[src/core/irq_pkg.sv]
// constants, types and register map of the interrupt and time base block
`default_nettype none
package irq_pkg;
	// register byte offsets
	localparam logic [7:0] OFF_CTRL      = 8'h00;
	localparam logic [7:0] OFF_FLAGS     = 8'h04;
	localparam logic [7:0] OFF_SRC_EN    = 8'h08;
	localparam logic [7:0] OFF_TIME_BASE = 8'h0c;
	localparam logic [7:0] OFF_BOUNDS    = 8'h10;
	localparam logic [7:0] OFF_CONV_CFG  = 8'h14;
	localparam logic [7:0] OFF_STATUS    = 8'h18;
	// control register fields
	localparam int CTRL_GLOBAL_EN = 0;
	localparam int CTRL_LOW_EN    = 1;
	localparam int CTRL_INTV_EN   = 2;
	localparam int CTRL_GRP_LSB   = 4;
	// flag and source enable fields
	localparam int FLAG_PWM_PERIOD = 0;
	localparam int FLAG_PWM_DUTY   = 1;
	localparam int FLAG_CONV_DONE  = 4;
	localparam int FLAG_CONV_LIMIT = 5;
	localparam int FLAG_INTERVAL   = 6;
	localparam int FLAG_LOW_SUPPLY = 7;
	localparam int FLAG_GRP_LSB    = 8;
	localparam int FLAG_TMR_P      = 16;
	localparam int FLAG_TMR_A      = 24;
	localparam int GRP_PWM  = 0;
	localparam int GRP_CONV = 1;
	localparam int GRP_TMR  = 2;
	localparam logic [31:0] MASK_PWM  = 32'h0000_000f;
	localparam logic [31:0] MASK_CONV = 32'h0000_0030;
	localparam logic [31:0] MASK_FIX  = 32'h0000_07ff;
	// time base control fields and reset
	localparam int TBR_ON      = 7;
	localparam int TBR_CLK_SEL = 6;
	localparam int TBR_PER_LSB = 4;
	localparam logic [7:0] TBR_RESET = 8'h30;
	localparam logic [7:0] TBR_MASK  = 8'hf0;
	localparam int TB_EXP_BASE = 12;
	localparam int TB_DIV_W    = 15;
	localparam logic [1:0] SYS_DIV_LAST = 2'h3;
	// converter config fields
	localparam int CFG_HIGH_EN = 0;
	localparam int CFG_LOW_EN  = 1;
	// bus responses
	localparam logic [1:0] RESP_OKAY   = 2'h0;
	localparam logic [1:0] RESP_SLVERR = 2'h2;
	localparam int PC_W = 13;

	typedef enum logic [2:0] {
		VEC_LOW_SUPPLY = 3'b000,
		VEC_GRP_PWM    = 3'b001,
		VEC_GRP_CONV   = 3'b010,
		VEC_GRP_TMR    = 3'b011,
		VEC_INTERVAL   = 3'b100
	} vec_e;

	typedef struct packed {
		logic              aw_got;
		logic              w_got;
		logic [7:0]        awaddr;
		logic [31:0]       wdata;
		logic [3:0]        wstrb;
		logic              awready;
		logic              wready;
		logic              bvalid;
		logic [1:0]        bresp;
		logic              arready;
		logic              rvalid;
		logic [31:0]       rdata;
		logic [1:0]        rresp;
	} axil_state_s;

	typedef struct packed {
		axil_state_s       bus;
		logic              global_en;
		logic              low_en;
		logic              intv_en;
		logic [2:0]        grp_en;
		logic [31:0]       src_en;
		logic [31:0]       flags;
		logic [7:0]        time_base;
		logic [15:0]       upper_bound;
		logic [15:0]       lower_bound;
		logic              high_cmp_en;
		logic              low_cmp_en;
		logic [1:0]        sys_div;
		logic [14:0]       intv_div;
		logic              intv_s1;
		logic              intv_s2;
		logic              intv_d;
		logic              low_s1;
		logic              low_s2;
		logic              low_d;
		logic              irq_req;
		vec_e              irq_vector;
		logic              stack_push;
		logic [12:0]       stack_push_pc;
		logic              wake;
	} core_state_s;
endpackage : irq_pkg
`default_nettype wire

[src/core/irq_time_base.sv]
// interrupt request logic, interval generator and register slave
`timescale 1ns/100ps
`default_nettype none
module irq_time_base #(
	parameter int N_TIMERS = 2
) (
	// clock and reset
	input  wire logic                   aclk,
	input  wire logic                   aresetn,
	// register bus
	input  wire logic [7:0]             s_axi_awaddr,
	input  wire logic                   s_axi_awvalid,
	output var  logic                   s_axi_awready,
	input  wire logic [31:0]            s_axi_wdata,
	input  wire logic [3:0]             s_axi_wstrb,
	input  wire logic                   s_axi_wvalid,
	output var  logic                   s_axi_wready,
	output var  logic [1:0]             s_axi_bresp,
	output var  logic                   s_axi_bvalid,
	input  wire logic                   s_axi_bready,
	input  wire logic [7:0]             s_axi_araddr,
	input  wire logic                   s_axi_arvalid,
	output var  logic                   s_axi_arready,
	output var  logic [31:0]            s_axi_rdata,
	output var  logic [1:0]             s_axi_rresp,
	output var  logic                   s_axi_rvalid,
	input  wire logic                   s_axi_rready,
	// event sources
	input  wire logic                   pwm_period_match_irq,
	input  wire logic [2:0]             pwm_duty_match_irq_n,
	input  wire logic                   conv_done,
	input  wire logic [7:0]             conv_result_high,
	input  wire logic [7:0]             conv_result_low,
	input  wire logic [N_TIMERS-1:0]    timer_p_match,
	input  wire logic [N_TIMERS-1:0]    timer_a_match,
	input  wire logic                   low_supply_detect,
	input  wire logic                   interval_clk_in,
	// cpu sequencer
	input  wire logic                   sleep_mode,
	input  wire logic                   stack_full,
	input  wire logic                   irq_ack,
	input  wire logic [irq_pkg::PC_W-1:0] cpu_pc,
	input  wire logic                   return_from_irq_instr,
	input  wire logic                   return_instr,
	output var  logic                   irq_req,
	output var  irq_pkg::vec_e          irq_vector,
	output var  logic                   stack_push,
	output var  logic [irq_pkg::PC_W-1:0] stack_push_pc,
	output var  logic                   wake
);
	import irq_pkg::*;

	localparam logic [31:0] TMR_ONES = {{(32-N_TIMERS){1'b0}},
		{N_TIMERS{1'b1}}};
	localparam logic [31:0] MASK_TMR = (TMR_ONES << FLAG_TMR_P) |
		(TMR_ONES << FLAG_TMR_A);
	localparam logic [31:0] MASK_ALL = MASK_FIX | MASK_TMR;
	localparam logic [31:0] MASK_SRC = MASK_PWM | MASK_CONV | MASK_TMR;

	core_state_s st;
	core_state_s next_st;

	// merged write data
	function automatic logic [31:0] merge(input logic [31:0] old,
		input logic [31:0] data, input logic [3:0] strb);
		logic [31:0] res;
		res = old;
		for (int i = 0; i < 4; i++) begin
			if (strb[i]) begin
				res[i*8 +: 8] = data[i*8 +: 8];
			end
		end
		return res;
	endfunction : merge

	// register read view
	function automatic logic [31:0] reg_read(input logic [7:0] addr,
		input core_state_s s);
		logic [31:0] v;
		v = 32'h0;
		if (addr == OFF_CTRL) begin
			v[CTRL_GLOBAL_EN] = s.global_en;
			v[CTRL_LOW_EN] = s.low_en;
			v[CTRL_INTV_EN] = s.intv_en;
			v[CTRL_GRP_LSB +: 3] = s.grp_en;
		end else if (addr == OFF_FLAGS) begin
			v = s.flags;
		end else if (addr == OFF_SRC_EN) begin
			v = s.src_en;
		end else if (addr == OFF_TIME_BASE) begin
			v[7:0] = s.time_base & TBR_MASK;
		end else if (addr == OFF_BOUNDS) begin
			v = {s.lower_bound, s.upper_bound};
		end else if (addr == OFF_CONV_CFG) begin
			v[CFG_HIGH_EN] = s.high_cmp_en;
			v[CFG_LOW_EN] = s.low_cmp_en;
		end else if (addr == OFF_STATUS) begin
			v[2:0] = s.irq_vector;
			v[3] = s.irq_req;
		end
		return v;
	endfunction : reg_read

	function automatic logic mapped(input logic [7:0] addr);
		logic ok;
		ok = 1'b0;
		if (addr == OFF_CTRL || addr == OFF_FLAGS || addr == OFF_SRC_EN) begin
			ok = 1'b1;
		end else if (addr == OFF_TIME_BASE || addr == OFF_BOUNDS) begin
			ok = 1'b1;
		end else if (addr == OFF_CONV_CFG || addr == OFF_STATUS) begin
			ok = 1'b1;
		end
		return ok;
	endfunction : mapped

	logic        do_wr;
	logic [31:0] wv;
	logic        intv_tick;
	logic        intv_ovf;
	logic [14:0] ovf_mask;
	logic [15:0] result;
	logic        limit_hit;
	logic [31:0] hw_set;
	logic [31:0] rise;
	logic [4:0]  pend;
	logic        service;

	always_comb begin
		next_st = st;
		next_st.stack_push = 1'b0;
		next_st.wake = 1'b0;
		// synchronisers for pins
		next_st.intv_s1 = interval_clk_in;
		next_st.intv_s2 = st.intv_s1;
		next_st.intv_d = st.intv_s2;
		next_st.low_s1 = low_supply_detect;
		next_st.low_s2 = st.low_s1;
		next_st.low_d = st.low_s2;

		// bus write channels
		if (s_axi_awvalid && st.bus.awready) begin
			next_st.bus.aw_got = 1'b1;
			next_st.bus.awaddr = s_axi_awaddr;
		end
		if (s_axi_wvalid && st.bus.wready) begin
			next_st.bus.w_got = 1'b1;
			next_st.bus.wdata = s_axi_wdata;
			next_st.bus.wstrb = s_axi_wstrb;
		end
		if (st.bus.bvalid && s_axi_bready) begin
			next_st.bus.bvalid = 1'b0;
		end
		do_wr = st.bus.aw_got && st.bus.w_got && !st.bus.bvalid;
		wv = merge(reg_read(st.bus.awaddr, st), st.bus.wdata,
			st.bus.wstrb);
		if (do_wr) begin
			next_st.bus.aw_got = 1'b0;
			next_st.bus.w_got = 1'b0;
			next_st.bus.bvalid = 1'b1;
			next_st.bus.bresp = mapped(st.bus.awaddr) ? RESP_OKAY
				: RESP_SLVERR;
			if (st.bus.awaddr == OFF_CTRL) begin
				next_st.global_en = wv[CTRL_GLOBAL_EN];
				next_st.low_en = wv[CTRL_LOW_EN];
				next_st.intv_en = wv[CTRL_INTV_EN];
				next_st.grp_en = wv[CTRL_GRP_LSB +: 3];
			end else if (st.bus.awaddr == OFF_FLAGS) begin
				next_st.flags = wv & MASK_ALL;
			end else if (st.bus.awaddr == OFF_SRC_EN) begin
				next_st.src_en = wv & MASK_SRC;
			end else if (st.bus.awaddr == OFF_TIME_BASE) begin
				next_st.time_base = wv[7:0] & TBR_MASK;
			end else if (st.bus.awaddr == OFF_BOUNDS) begin
				next_st.upper_bound = wv[15:0];
				next_st.lower_bound = wv[31:16];
			end else if (st.bus.awaddr == OFF_CONV_CFG) begin
				next_st.high_cmp_en = wv[CFG_HIGH_EN];
				next_st.low_cmp_en = wv[CFG_LOW_EN];
			end
		end

		// bus read channel
		if (s_axi_arvalid && st.bus.arready) begin
			next_st.bus.rvalid = 1'b1;
			next_st.bus.rdata = reg_read(s_axi_araddr, st);
			next_st.bus.rresp = mapped(s_axi_araddr) ? RESP_OKAY
				: RESP_SLVERR;
		end
		if (st.bus.rvalid && s_axi_rready) begin
			next_st.bus.rvalid = 1'b0;
		end
		next_st.bus.awready = !next_st.bus.aw_got && !next_st.bus.bvalid;
		next_st.bus.wready = !next_st.bus.w_got && !next_st.bus.bvalid;
		next_st.bus.arready = !next_st.bus.rvalid;

		// interval generator
		next_st.sys_div = st.sys_div + 2'h1;
		if (st.time_base[TBR_CLK_SEL]) begin
			intv_tick = (st.sys_div == SYS_DIV_LAST);
		end else begin
			intv_tick = st.intv_s2 && !st.intv_d;
		end
		ovf_mask = 15'((32'h1 << (TB_EXP_BASE +
			int'(st.time_base[TBR_PER_LSB +: 2]))) - 32'h1);
		intv_ovf = 1'b0;
		if (!st.time_base[TBR_ON]) begin
			next_st.intv_div = '0;
		end else if (intv_tick) begin
			intv_ovf = ((st.intv_div & ovf_mask) == ovf_mask);
			next_st.intv_div = intv_ovf ? 15'h0
				: st.intv_div + 15'h1;
		end

		// converter limit compare
		result = {conv_result_high, conv_result_low};
		limit_hit = (st.high_cmp_en && result > st.upper_bound) ||
			(st.low_cmp_en && result < st.lower_bound);

		// hardware flag sets
		hw_set = 32'h0;
		hw_set[FLAG_PWM_PERIOD] = pwm_period_match_irq;
		hw_set[FLAG_PWM_DUTY +: 3] = pwm_duty_match_irq_n;
		hw_set[FLAG_CONV_DONE] = conv_done;
		hw_set[FLAG_CONV_LIMIT] = conv_done && limit_hit;
		hw_set[FLAG_INTERVAL] = intv_ovf;
		hw_set[FLAG_LOW_SUPPLY] = st.low_s2 && !st.low_d;
		hw_set = hw_set | ((32'(timer_p_match) << FLAG_TMR_P) |
			(32'(timer_a_match) << FLAG_TMR_A));

		// pending requests, gated by global enable and stack room
		pend = 5'h0;
		pend[VEC_LOW_SUPPLY] = st.flags[FLAG_LOW_SUPPLY] && st.low_en;
		pend[VEC_GRP_PWM] = st.flags[FLAG_GRP_LSB + GRP_PWM] &&
			st.grp_en[GRP_PWM] &&
			|(st.flags & st.src_en & MASK_PWM);
		pend[VEC_GRP_CONV] = st.flags[FLAG_GRP_LSB + GRP_CONV] &&
			st.grp_en[GRP_CONV] &&
			|(st.flags & st.src_en & MASK_CONV);
		pend[VEC_GRP_TMR] = st.flags[FLAG_GRP_LSB + GRP_TMR] &&
			st.grp_en[GRP_TMR] &&
			|(st.flags & st.src_en & MASK_TMR);
		pend[VEC_INTERVAL] = st.flags[FLAG_INTERVAL] && st.intv_en;
		if (!st.global_en || stack_full) begin
			pend = 5'h0;
		end

		// service of the presented vector
		service = irq_ack && st.irq_req;
		if (service) begin
			next_st.global_en = 1'b0;
			next_st.stack_push = 1'b1;
			next_st.stack_push_pc = cpu_pc;
			case (st.irq_vector)
				VEC_LOW_SUPPLY: begin
					next_st.flags[FLAG_LOW_SUPPLY] = 1'b0;
				end
				VEC_GRP_PWM: begin
					next_st.flags[FLAG_GRP_LSB + GRP_PWM] = 1'b0;
				end
				VEC_GRP_CONV: begin
					next_st.flags[FLAG_GRP_LSB + GRP_CONV] = 1'b0;
				end
				VEC_GRP_TMR: begin
					next_st.flags[FLAG_GRP_LSB + GRP_TMR] = 1'b0;
				end
				VEC_INTERVAL: begin
					next_st.flags[FLAG_INTERVAL] = 1'b0;
				end
				default: begin
				end
			endcase
		end
		// irq return re-enables; plain return leaves it cleared
		if (return_from_irq_instr && !return_instr) begin
			next_st.global_en = 1'b1;
		end

		// sets win over clears; flags otherwise hold
		next_st.flags = next_st.flags | hw_set;
		rise = next_st.flags & ~st.flags;
		if (|(rise & MASK_PWM)) begin
			next_st.flags[FLAG_GRP_LSB + GRP_PWM] = 1'b1;
		end
		if (|(rise & MASK_CONV)) begin
			next_st.flags[FLAG_GRP_LSB + GRP_CONV] = 1'b1;
		end
		if (|(rise & MASK_TMR)) begin
			next_st.flags[FLAG_GRP_LSB + GRP_TMR] = 1'b1;
		end
		next_st.wake = sleep_mode && |(next_st.flags & ~st.flags);

		// one request at a time, lowest vector first
		next_st.irq_req = (|pend) && !service;
		if (pend[VEC_LOW_SUPPLY]) begin
			next_st.irq_vector = VEC_LOW_SUPPLY;
		end else if (pend[VEC_GRP_PWM]) begin
			next_st.irq_vector = VEC_GRP_PWM;
		end else if (pend[VEC_GRP_CONV]) begin
			next_st.irq_vector = VEC_GRP_CONV;
		end else if (pend[VEC_GRP_TMR]) begin
			next_st.irq_vector = VEC_GRP_TMR;
		end else if (pend[VEC_INTERVAL]) begin
			next_st.irq_vector = VEC_INTERVAL;
		end
	end

	always_ff @(posedge aclk) begin
		if (!aresetn) begin
			st <= '0;
			st.time_base <= TBR_RESET;
			st.irq_vector <= VEC_LOW_SUPPLY;
		end else begin
			st <= next_st;
		end
	end

	// outputs straight from state
	assign s_axi_awready = st.bus.awready;
	assign s_axi_wready  = st.bus.wready;
	assign s_axi_bvalid  = st.bus.bvalid;
	assign s_axi_bresp   = st.bus.bresp;
	assign s_axi_arready = st.bus.arready;
	assign s_axi_rvalid  = st.bus.rvalid;
	assign s_axi_rdata   = st.bus.rdata;
	assign s_axi_rresp   = st.bus.rresp;
	assign irq_req       = st.irq_req;
	assign irq_vector    = st.irq_vector;
	assign stack_push    = st.stack_push;
	assign stack_push_pc = st.stack_push_pc;
	assign wake          = st.wake;
endmodule : irq_time_base
`default_nettype wire

[config.mk]
export PLATFORM = sky130hd
export DESIGN_NAME = irq_time_base
export DESIGN_NICKNAME = d
export VERILOG_FILES = /design/src/core/irq_pkg.sv /design/src/core/irq_time_base.sv
export SDC_FILE = /design/constraint.sdc
export NUM_CORES = 1
export LEC_CHECK = 0
export BUFFER_PORTS_ARGS = -buffer_cell sky130_fd_sc_hd__buf_4
export CAP_MARGIN = 5
export CELL_PAD_IN_SITES_DETAIL_PLACEMENT = 1
export CELL_PAD_IN_SITES_GLOBAL_PLACEMENT = 2
export CORE_AREA = 2 2 173 175
export CTS_CLUSTER_SIZE = 25
export DETAILED_ROUTE_END_ITERATION = 6
export DIE_AREA = 0 0 175 177
export HOLD_SLACK_MARGIN = 0.1
export PLACE_DENSITY = 0.95
export SLEW_MARGIN = 10
export SYNTH_ARGS = -nofsm -noshare
export SYNTH_HDL_FRONTEND = slang
export SYNTH_SLANG_ARGS = --single-unit
export TNS_END_PERCENT = 30
[constraint.sdc]
create_clock -name aclk -period 4.4 [get_ports aclk]
set_input_delay 0.22 -clock aclk [delete_from_list [all_inputs] [get_ports aclk]]
set_output_delay 0.22 -clock aclk [all_outputs]
set_load 0.02 [all_outputs]
# Word level (Yosys, flattened, before mapping)
# Index checks and enable logic that the tools add are counted.
[classes] add_sub_neg=4 multipliers=0 n_div=0 order_cmp=2 n_eq_ne=21 shifts=1 mux=78 bitwise_logic=14 reduce_logical=74
[op_table] op="$mux W32" count=6
[op_table] op="$mux W112" count=1
[op_table] op="$mux W100" count=1
[op_table] op="$mux W42" count=2
[op_table] op="$mux W28" count=2
[op_table] op="$mux W8" count=7
[op_table] op="$and A26 B26 Y26" count=2
[op_table] op="$mux W26" count=2
[op_table] op="$mux W25" count=2
[op_table] op="$eq A8 B5 Y1 const B" count=6
[op_table] op="$mux W24" count=2
[op_table] op="$mux W35" count=1
[op_table] op="$mux W34" count=1
[op_table] op="$and A32 B32 Y32" count=1
[op_table] op="$eq A8 B4 Y1 const B" count=4
[op_table] op="$not A32 Y32" count=1
[op_table] op="$or A32 B26 Y32" count=1
[op_table] op="$reduce_or A32 Y1" count=1
[op_table] op="$mux W1" count=28
[op_table] op="$reduce_and A7 Y1" count=4
[op_table] op="$logic_and A1 B1 Y1" count=26
[op_table] op="$or A18 B26 Y26" count=1
[op_table] op="$or A8 B26 Y26" count=1
[op_table] op="$mux W2" count=10
[op_table] op="36 further kinds" count=81
[word_totals] ff_bits=215 latchBits=0 ram_bits=0 mem_bits_ro=0 in_bits=104 output_inout_bits=60 word_cells=236 n_memories=0

# Logic depth before layout (Yosys ltp)
[depth] ltp_word=23 depth_mapped=10 ltp_nobuf=9

# Least setup slack after synthesis
# Ideal clock, no wire load.
[synth_timing] path_kind="reg-to-reg" start="register st[70] in the netlist's numbering" end="register st (netlist bit wake)" setup_ns=0.136 arrival_time_ns=1.919 t_required_ns=4.264 setup_slack_ns=2.345 stages_incl_launch_ff=10 n_path_buf=0 period_less_slack_ns=2.055 cell_sequence="dfxtp_1 > inv_1 > ha_1 > nand4_1 > nor3_1 > a21boi_0 > o31a_1 > nor4_1 > a2bb2oi_1 > a41oi_1"
[synth_between] elab_chain_cells=16 elab_cells_between_ends=24 cone_classes="order compare (1); mux (13); bitwise (4); reduce/logical (6)"
[synth_lines] item="start: declaration" line="irq_time_base.sv:60" text="core_state_s st;"
[synth_lines] item="start signal: assignment" line="irq_time_base.sv:314" text="st <= next_st;"
[synth_lines] item="$mux W28" line="irq_time_base.sv:92" text="end else if (addr == OFF_BOUNDS) begin"
[synth_lines] item="$mux W24" line="irq_time_base.sv:90" text="end else if (addr == OFF_TIME_BASE) begin"
[synth_lines] item="$mux W32" line="irq_time_base.sv:88" text="end else if (addr == OFF_SRC_EN) begin"
[synth_lines] item="$mux W32" line="irq_time_base.sv:86" text="end else if (addr == OFF_FLAGS) begin"
[synth_lines] item="$mux W25" line="irq_time_base.sv:81" text="if (addr == OFF_CTRL) begin"
[synth_lines] item="$mux W8" line="irq_time_base.sv:69" text="if (strb[i]) begin"
[synth_lines] item="$mux W32" line="irq_time_base.sv:168" text="end else if (st.bus.awaddr == OFF_FLAGS) begin"
[synth_lines] item="$mux W100" line="irq_time_base.sv:163" text="if (st.bus.awaddr == OFF_CTRL) begin"
[synth_lines] item="$mux W112" line="irq_time_base.sv:157" text="if (do_wr) begin"
[synth_lines] item="$mux W1" line="irq_time_base.sv:254" text="case (st.irq_vector)"
[synth_lines] item="$mux W5" line="irq_time_base.sv:250" text="if (service) begin"
[synth_lines] item="$or A32 B26 Y32 *" line="irq_time_base.sv:280" text="next_st.flags = next_st.flags | hw_set;"
[synth_lines] item="branches (longest 1 deep; another with $and A26 B26 Y26)"
[synth_lines] item="$and A32 B32 Y32 *" line="irq_time_base.sv:291" text="next_st.wake = sleep_mode && |(next_st.flags & ~st.flags);"
[synth_lines] item="$reduce_or A32 Y1 *" line="irq_time_base.sv:291"
[synth_lines] item="$logic_and A1 B1 Y1 *" line="irq_time_base.sv:291"
# Mark *: on every way between the ends. The select of a mux whose other input is x is not followed.
# A chain may end at the register's enable or synchronous reset.

# Worst setup path in the final report
[layout_timing] start="register st[233] in the netlist's numbering" end="register st (netlist bit wake)"
[layout_between] elab_chain_cells=17 elab_cells_between_ends=39 cone_classes="eq/ne (4); mux (26); bitwise (3); reduce/logical (6)"
[layout_lines] item="$eq A8 B5 Y1" line="irq_time_base.sv:92"
[layout_lines] item="$mux W4 or $mux W28 (tied branches)" line="irq_time_base.sv:92"
[layout_lines] item="$mux W8 or $mux W24 (tied branches)" line="irq_time_base.sv:90"
[layout_lines] item="$mux W32" line="irq_time_base.sv:88"
[layout_lines] item="$mux W32" line="irq_time_base.sv:86"
[layout_lines] item="$mux W3 (tied with other cells)" line="irq_time_base.sv:81"
[layout_lines] item="$mux W8" line="irq_time_base.sv:69"
[layout_lines] item="$mux W32" line="irq_time_base.sv:168"
[layout_lines] item="$mux W100 *" line="irq_time_base.sv:163"
[layout_lines] item="$mux W112 *" line="irq_time_base.sv:157"
[layout_lines] item="$or A32 B26 Y32 *" line="irq_time_base.sv:280"
[layout_lines] item="$and A26 B26 Y26 or $mux W5 (tied branches)" line="irq_time_base.sv:281, irq_time_base.sv:250"
[layout_lines] item="$reduce_or A4 Y1 (tied with other cells)" line="irq_time_base.sv:282" text="if (|(rise & MASK_PWM)) begin"
[layout_lines] item="$mux W1 (on tied branches)" line="irq_time_base.sv:282, irq_time_base.sv:285, irq_time_base.sv:288"
[layout_lines] item="$and A32 B32 Y32 *" line="irq_time_base.sv:291"
[layout_lines] item="$reduce_or A32 Y1 *" line="irq_time_base.sv:291"
[layout_lines] item="$logic_and A1 B1 Y1 *" line="irq_time_base.sv:291"
# Every way passes the cells marked *; elsewhere a longest branch is shown, timed or not. The select of a mux whose other input is x is not followed.

==> metrics.txt <==
# port buffers=161; CTS clk-pin slew, worst paths=60 ps; gr usage total=23.97%; Post-Route Skew=12.50 ps; cells after synthesis=1303; drt drc=0; grt ovf=0; CTS Buf Count=25; FILL cells=3510; RD Place Congestion=0.9597; pwr dens=364.1 nW/µm²; outcome=complete, no violations; CTS root buffer=clkbuf_16; detailed placement HPWL=26740 µm; final wirelength=37900 µm; max_slew headroom=34.50%; DIE WIDTH=175 µm; # nets final=1585; cell area after synthesis=10340 µm²; CP Max Fanout=25; VDD IR max=0.2681 mV; layout cells sized above 1=16.51%; EDFF count, synth=0; Min-Delay Path Class=input port to flip-flop; post-DR wirelength/cell=20.41 µm; Area Growth Syn to Fin=25.86%; Post-CTS Hold Buffers=72; worst path required time=4850 ps; area occupied by multi-input gates=5176 µm²; FFs w/ async S/R, synth=0%; post-synthesis mux area share=1.802%; post-synthesis simple-gate area fraction=23.52%; clock latency on the worst-skew pair=530 ps; Post-CTS Setup Bufs=0; drt first pass iters=6; Compound-Gate Fraction of Synth Area=19.51%; clk buf depth=3; Setup crit end kind=flip-flop; Synth area leaders=dfxtp_1, nand2_1, a21oi_1; first-pass GRT wire length=58410 µm; placed insts=1739; period utilization=71.59%; worst slew pin tran=957.8 ps; Final Max Slew Viols=0; startpoint types=flip-flop; sequential share of power=43.3%; fin cells=1857; post-synth top area share=41.22%; commonest cells after routing, fill and taps aside=nand2_1, dfxtp_1, buf_4; DR vias/cell=5.468; total number of vias=10160; setup ws final=1250 ps; Comb power frac=11.1%; Detail Route Antenna Nets=0; Synth Flop Type=dfxtp_1; Post-Syn Area per Cell=7.938 µm²; FF/Latch Area=4264 µm²; switch share=24.89%; dpl cell area=11440 µm²; Core ar.=29240 µm²; RSZ-0062 raised after global routing=false; max frequency=0.3175 GHz; setup violators final=0; IO Pins=164; total die area=30980 µm²; synthesized flop and latch total=213; LEAKAGE=0.004909 µW; setup TNS=0 ps; Seq/Total Area, Yosys=41.22%; pre-CTS WS=1345 ps; post-route total power=4741 µW; Tmin final=3150 ps; most common cell after layout, fill and taps aside=nand2_1; starting DRC count in detailed routing=699; initial antenna violation count=1; fin area=13020 µm²; Final Hold Vio Count=0; crit path DAT=3600 ps; vias in the first global route=10470; largest family of logic cells by synthesized area=simple AND/OR/NAND/NOR gates; Yosys Warn Count=0; adder-cell share of the synthesized area=3.992%; Die H=177 µm; area leader, netlist=dfxtp_1; largest net degree at the start of global routing=54; FP Rows=63; Clock Power Share=45.6%; P_sw=1180 µW; H-tree lvl count=1; Setup Crit Path Kind=flip-flop to flip-flop; count of cell types in the netlist=81; max-cap violations=0; CTS tree=done; Initial Utilization=35.37%; clock sinks=213; post-synthesis xor/xnor area fraction=1.101%; Int Power=3561 µW; Post-CTS Resized=0
==> through the flow <==
step           hold slack, ps  utilization, %
2_1_floorplan           340.6               -
3_3_place_gp            406.8           39.11
3_5_place_dp            426.6           39.11
4_1_cts                 101.4           44.51
5_1_grt                 104.4           44.52
6_report                95.04           44.52
==> sequential cells by signal, summed over array words and instances (netlist names) <==
register       cells
s_axi_wready       1
s_axi_bresp        1
s_axi_awready      1
s_axi_arready      1
st               151
next_st            4
wake               1
s_axi_rresp        1
s_axi_rdata       32
s_axi_bvalid       1
stack_push         1
stack_push_pc     13
irq_req            1
irq_vector         3
s_axi_rvalid       1
==> synth_stat cells, types with 7 or more instances <==
| cell | instances |
|---|---|
| ha_1 | 33 |
| inv_1 | 54 |
| nand4_1 | 12 |
| a221oi_1 | 29 |
| xor2_1 | 7 |
| nand3_1 | 34 |
| a22oi_1 | 13 |
| nor2_1 | 131 |
| clkbuf_1 | 53 |
| nand2_1 | 232 |
| buf_4 | 54 |
| dfxtp_1 | 213 |
| nor3_1 | 32 |
| and3_1 | 20 |
| nand3b_1 | 7 |
| o21ai_0 | 23 |
| buf_2 | 12 |
| a211oi_1 | 21 |
| a31oi_1 | 14 |
| and2_1 | 19 |
| buf_1 | 8 |
| mux2i_1 | 13 |
| a21oi_1 | 134 |
| nor2b_1 | 9 |
==> power groups by stage <==
stage / Combinational (µW) / Clock (µW) / Sequential, µW
3_3_place_gp: 457 / 0 / 2090
3_5_place_dp: 466 / 0 / 2090
5_1_grt: 571 / 2280 / 2060
6_report: 526 / 2160 / 2050
4_1_cts: 520 / 2200 / 2050
2_1_floorplan: 295 / 0 / 2060
==> layer usage <==
layer	GRT usage [%]	vias to the layer above	share of wire [%]
met5	0	-	0
met4	8.750	0	3.3
met3	4.274	86	7.0
met2	39.67	363	47
met1	31.32	4926	43
li1	-	4780	-
==> logic make-up after synthesis <==
| logic type | Yosys count |
|---|---|
| other cells | 1 |
| compound gates | 309 |
| simple gates | 533 |
| mux | 18 |
| fa+ha+maj | 33 |
| xor+xnor | 13 |
| buf+inv | 183 |
| flops | 213 |
==> cell type report <==
class / count / area share [%]
Tap cell: 390 / 3.748
Timing Repair Buffer: 245 / 15.51
Clock buffer: 39 / 5.747
Inverter: 55 / 1.605
Multi-Input combinational cell: 908 / 39.76
Sequential cell: 213 / 32.75
Antenna cell: 1 / 0.01922
Clock inverter: 6 / 0.8554
==> critical path, cell delays in order (launching register included) <==
cell and delay [ps]:
dfxtp_1 310, buf_4 270, nor2b_1 440, and3_1 600, nand2_1 510, or3_1 490, o311ai_1 100, nor2_1 130
a41oi_1 210
==> path summary, 6_finish.rpt <==
check,from,endpoint,slack [ps],depth (start not counted)
max,st[233],wake,1250,8
min,aresetn,st[80],100,2
max reg2reg,st[233],wake,1250,8
min reg2reg,st[40],st[40],430,1
Power figures use the tool's default switching activity.
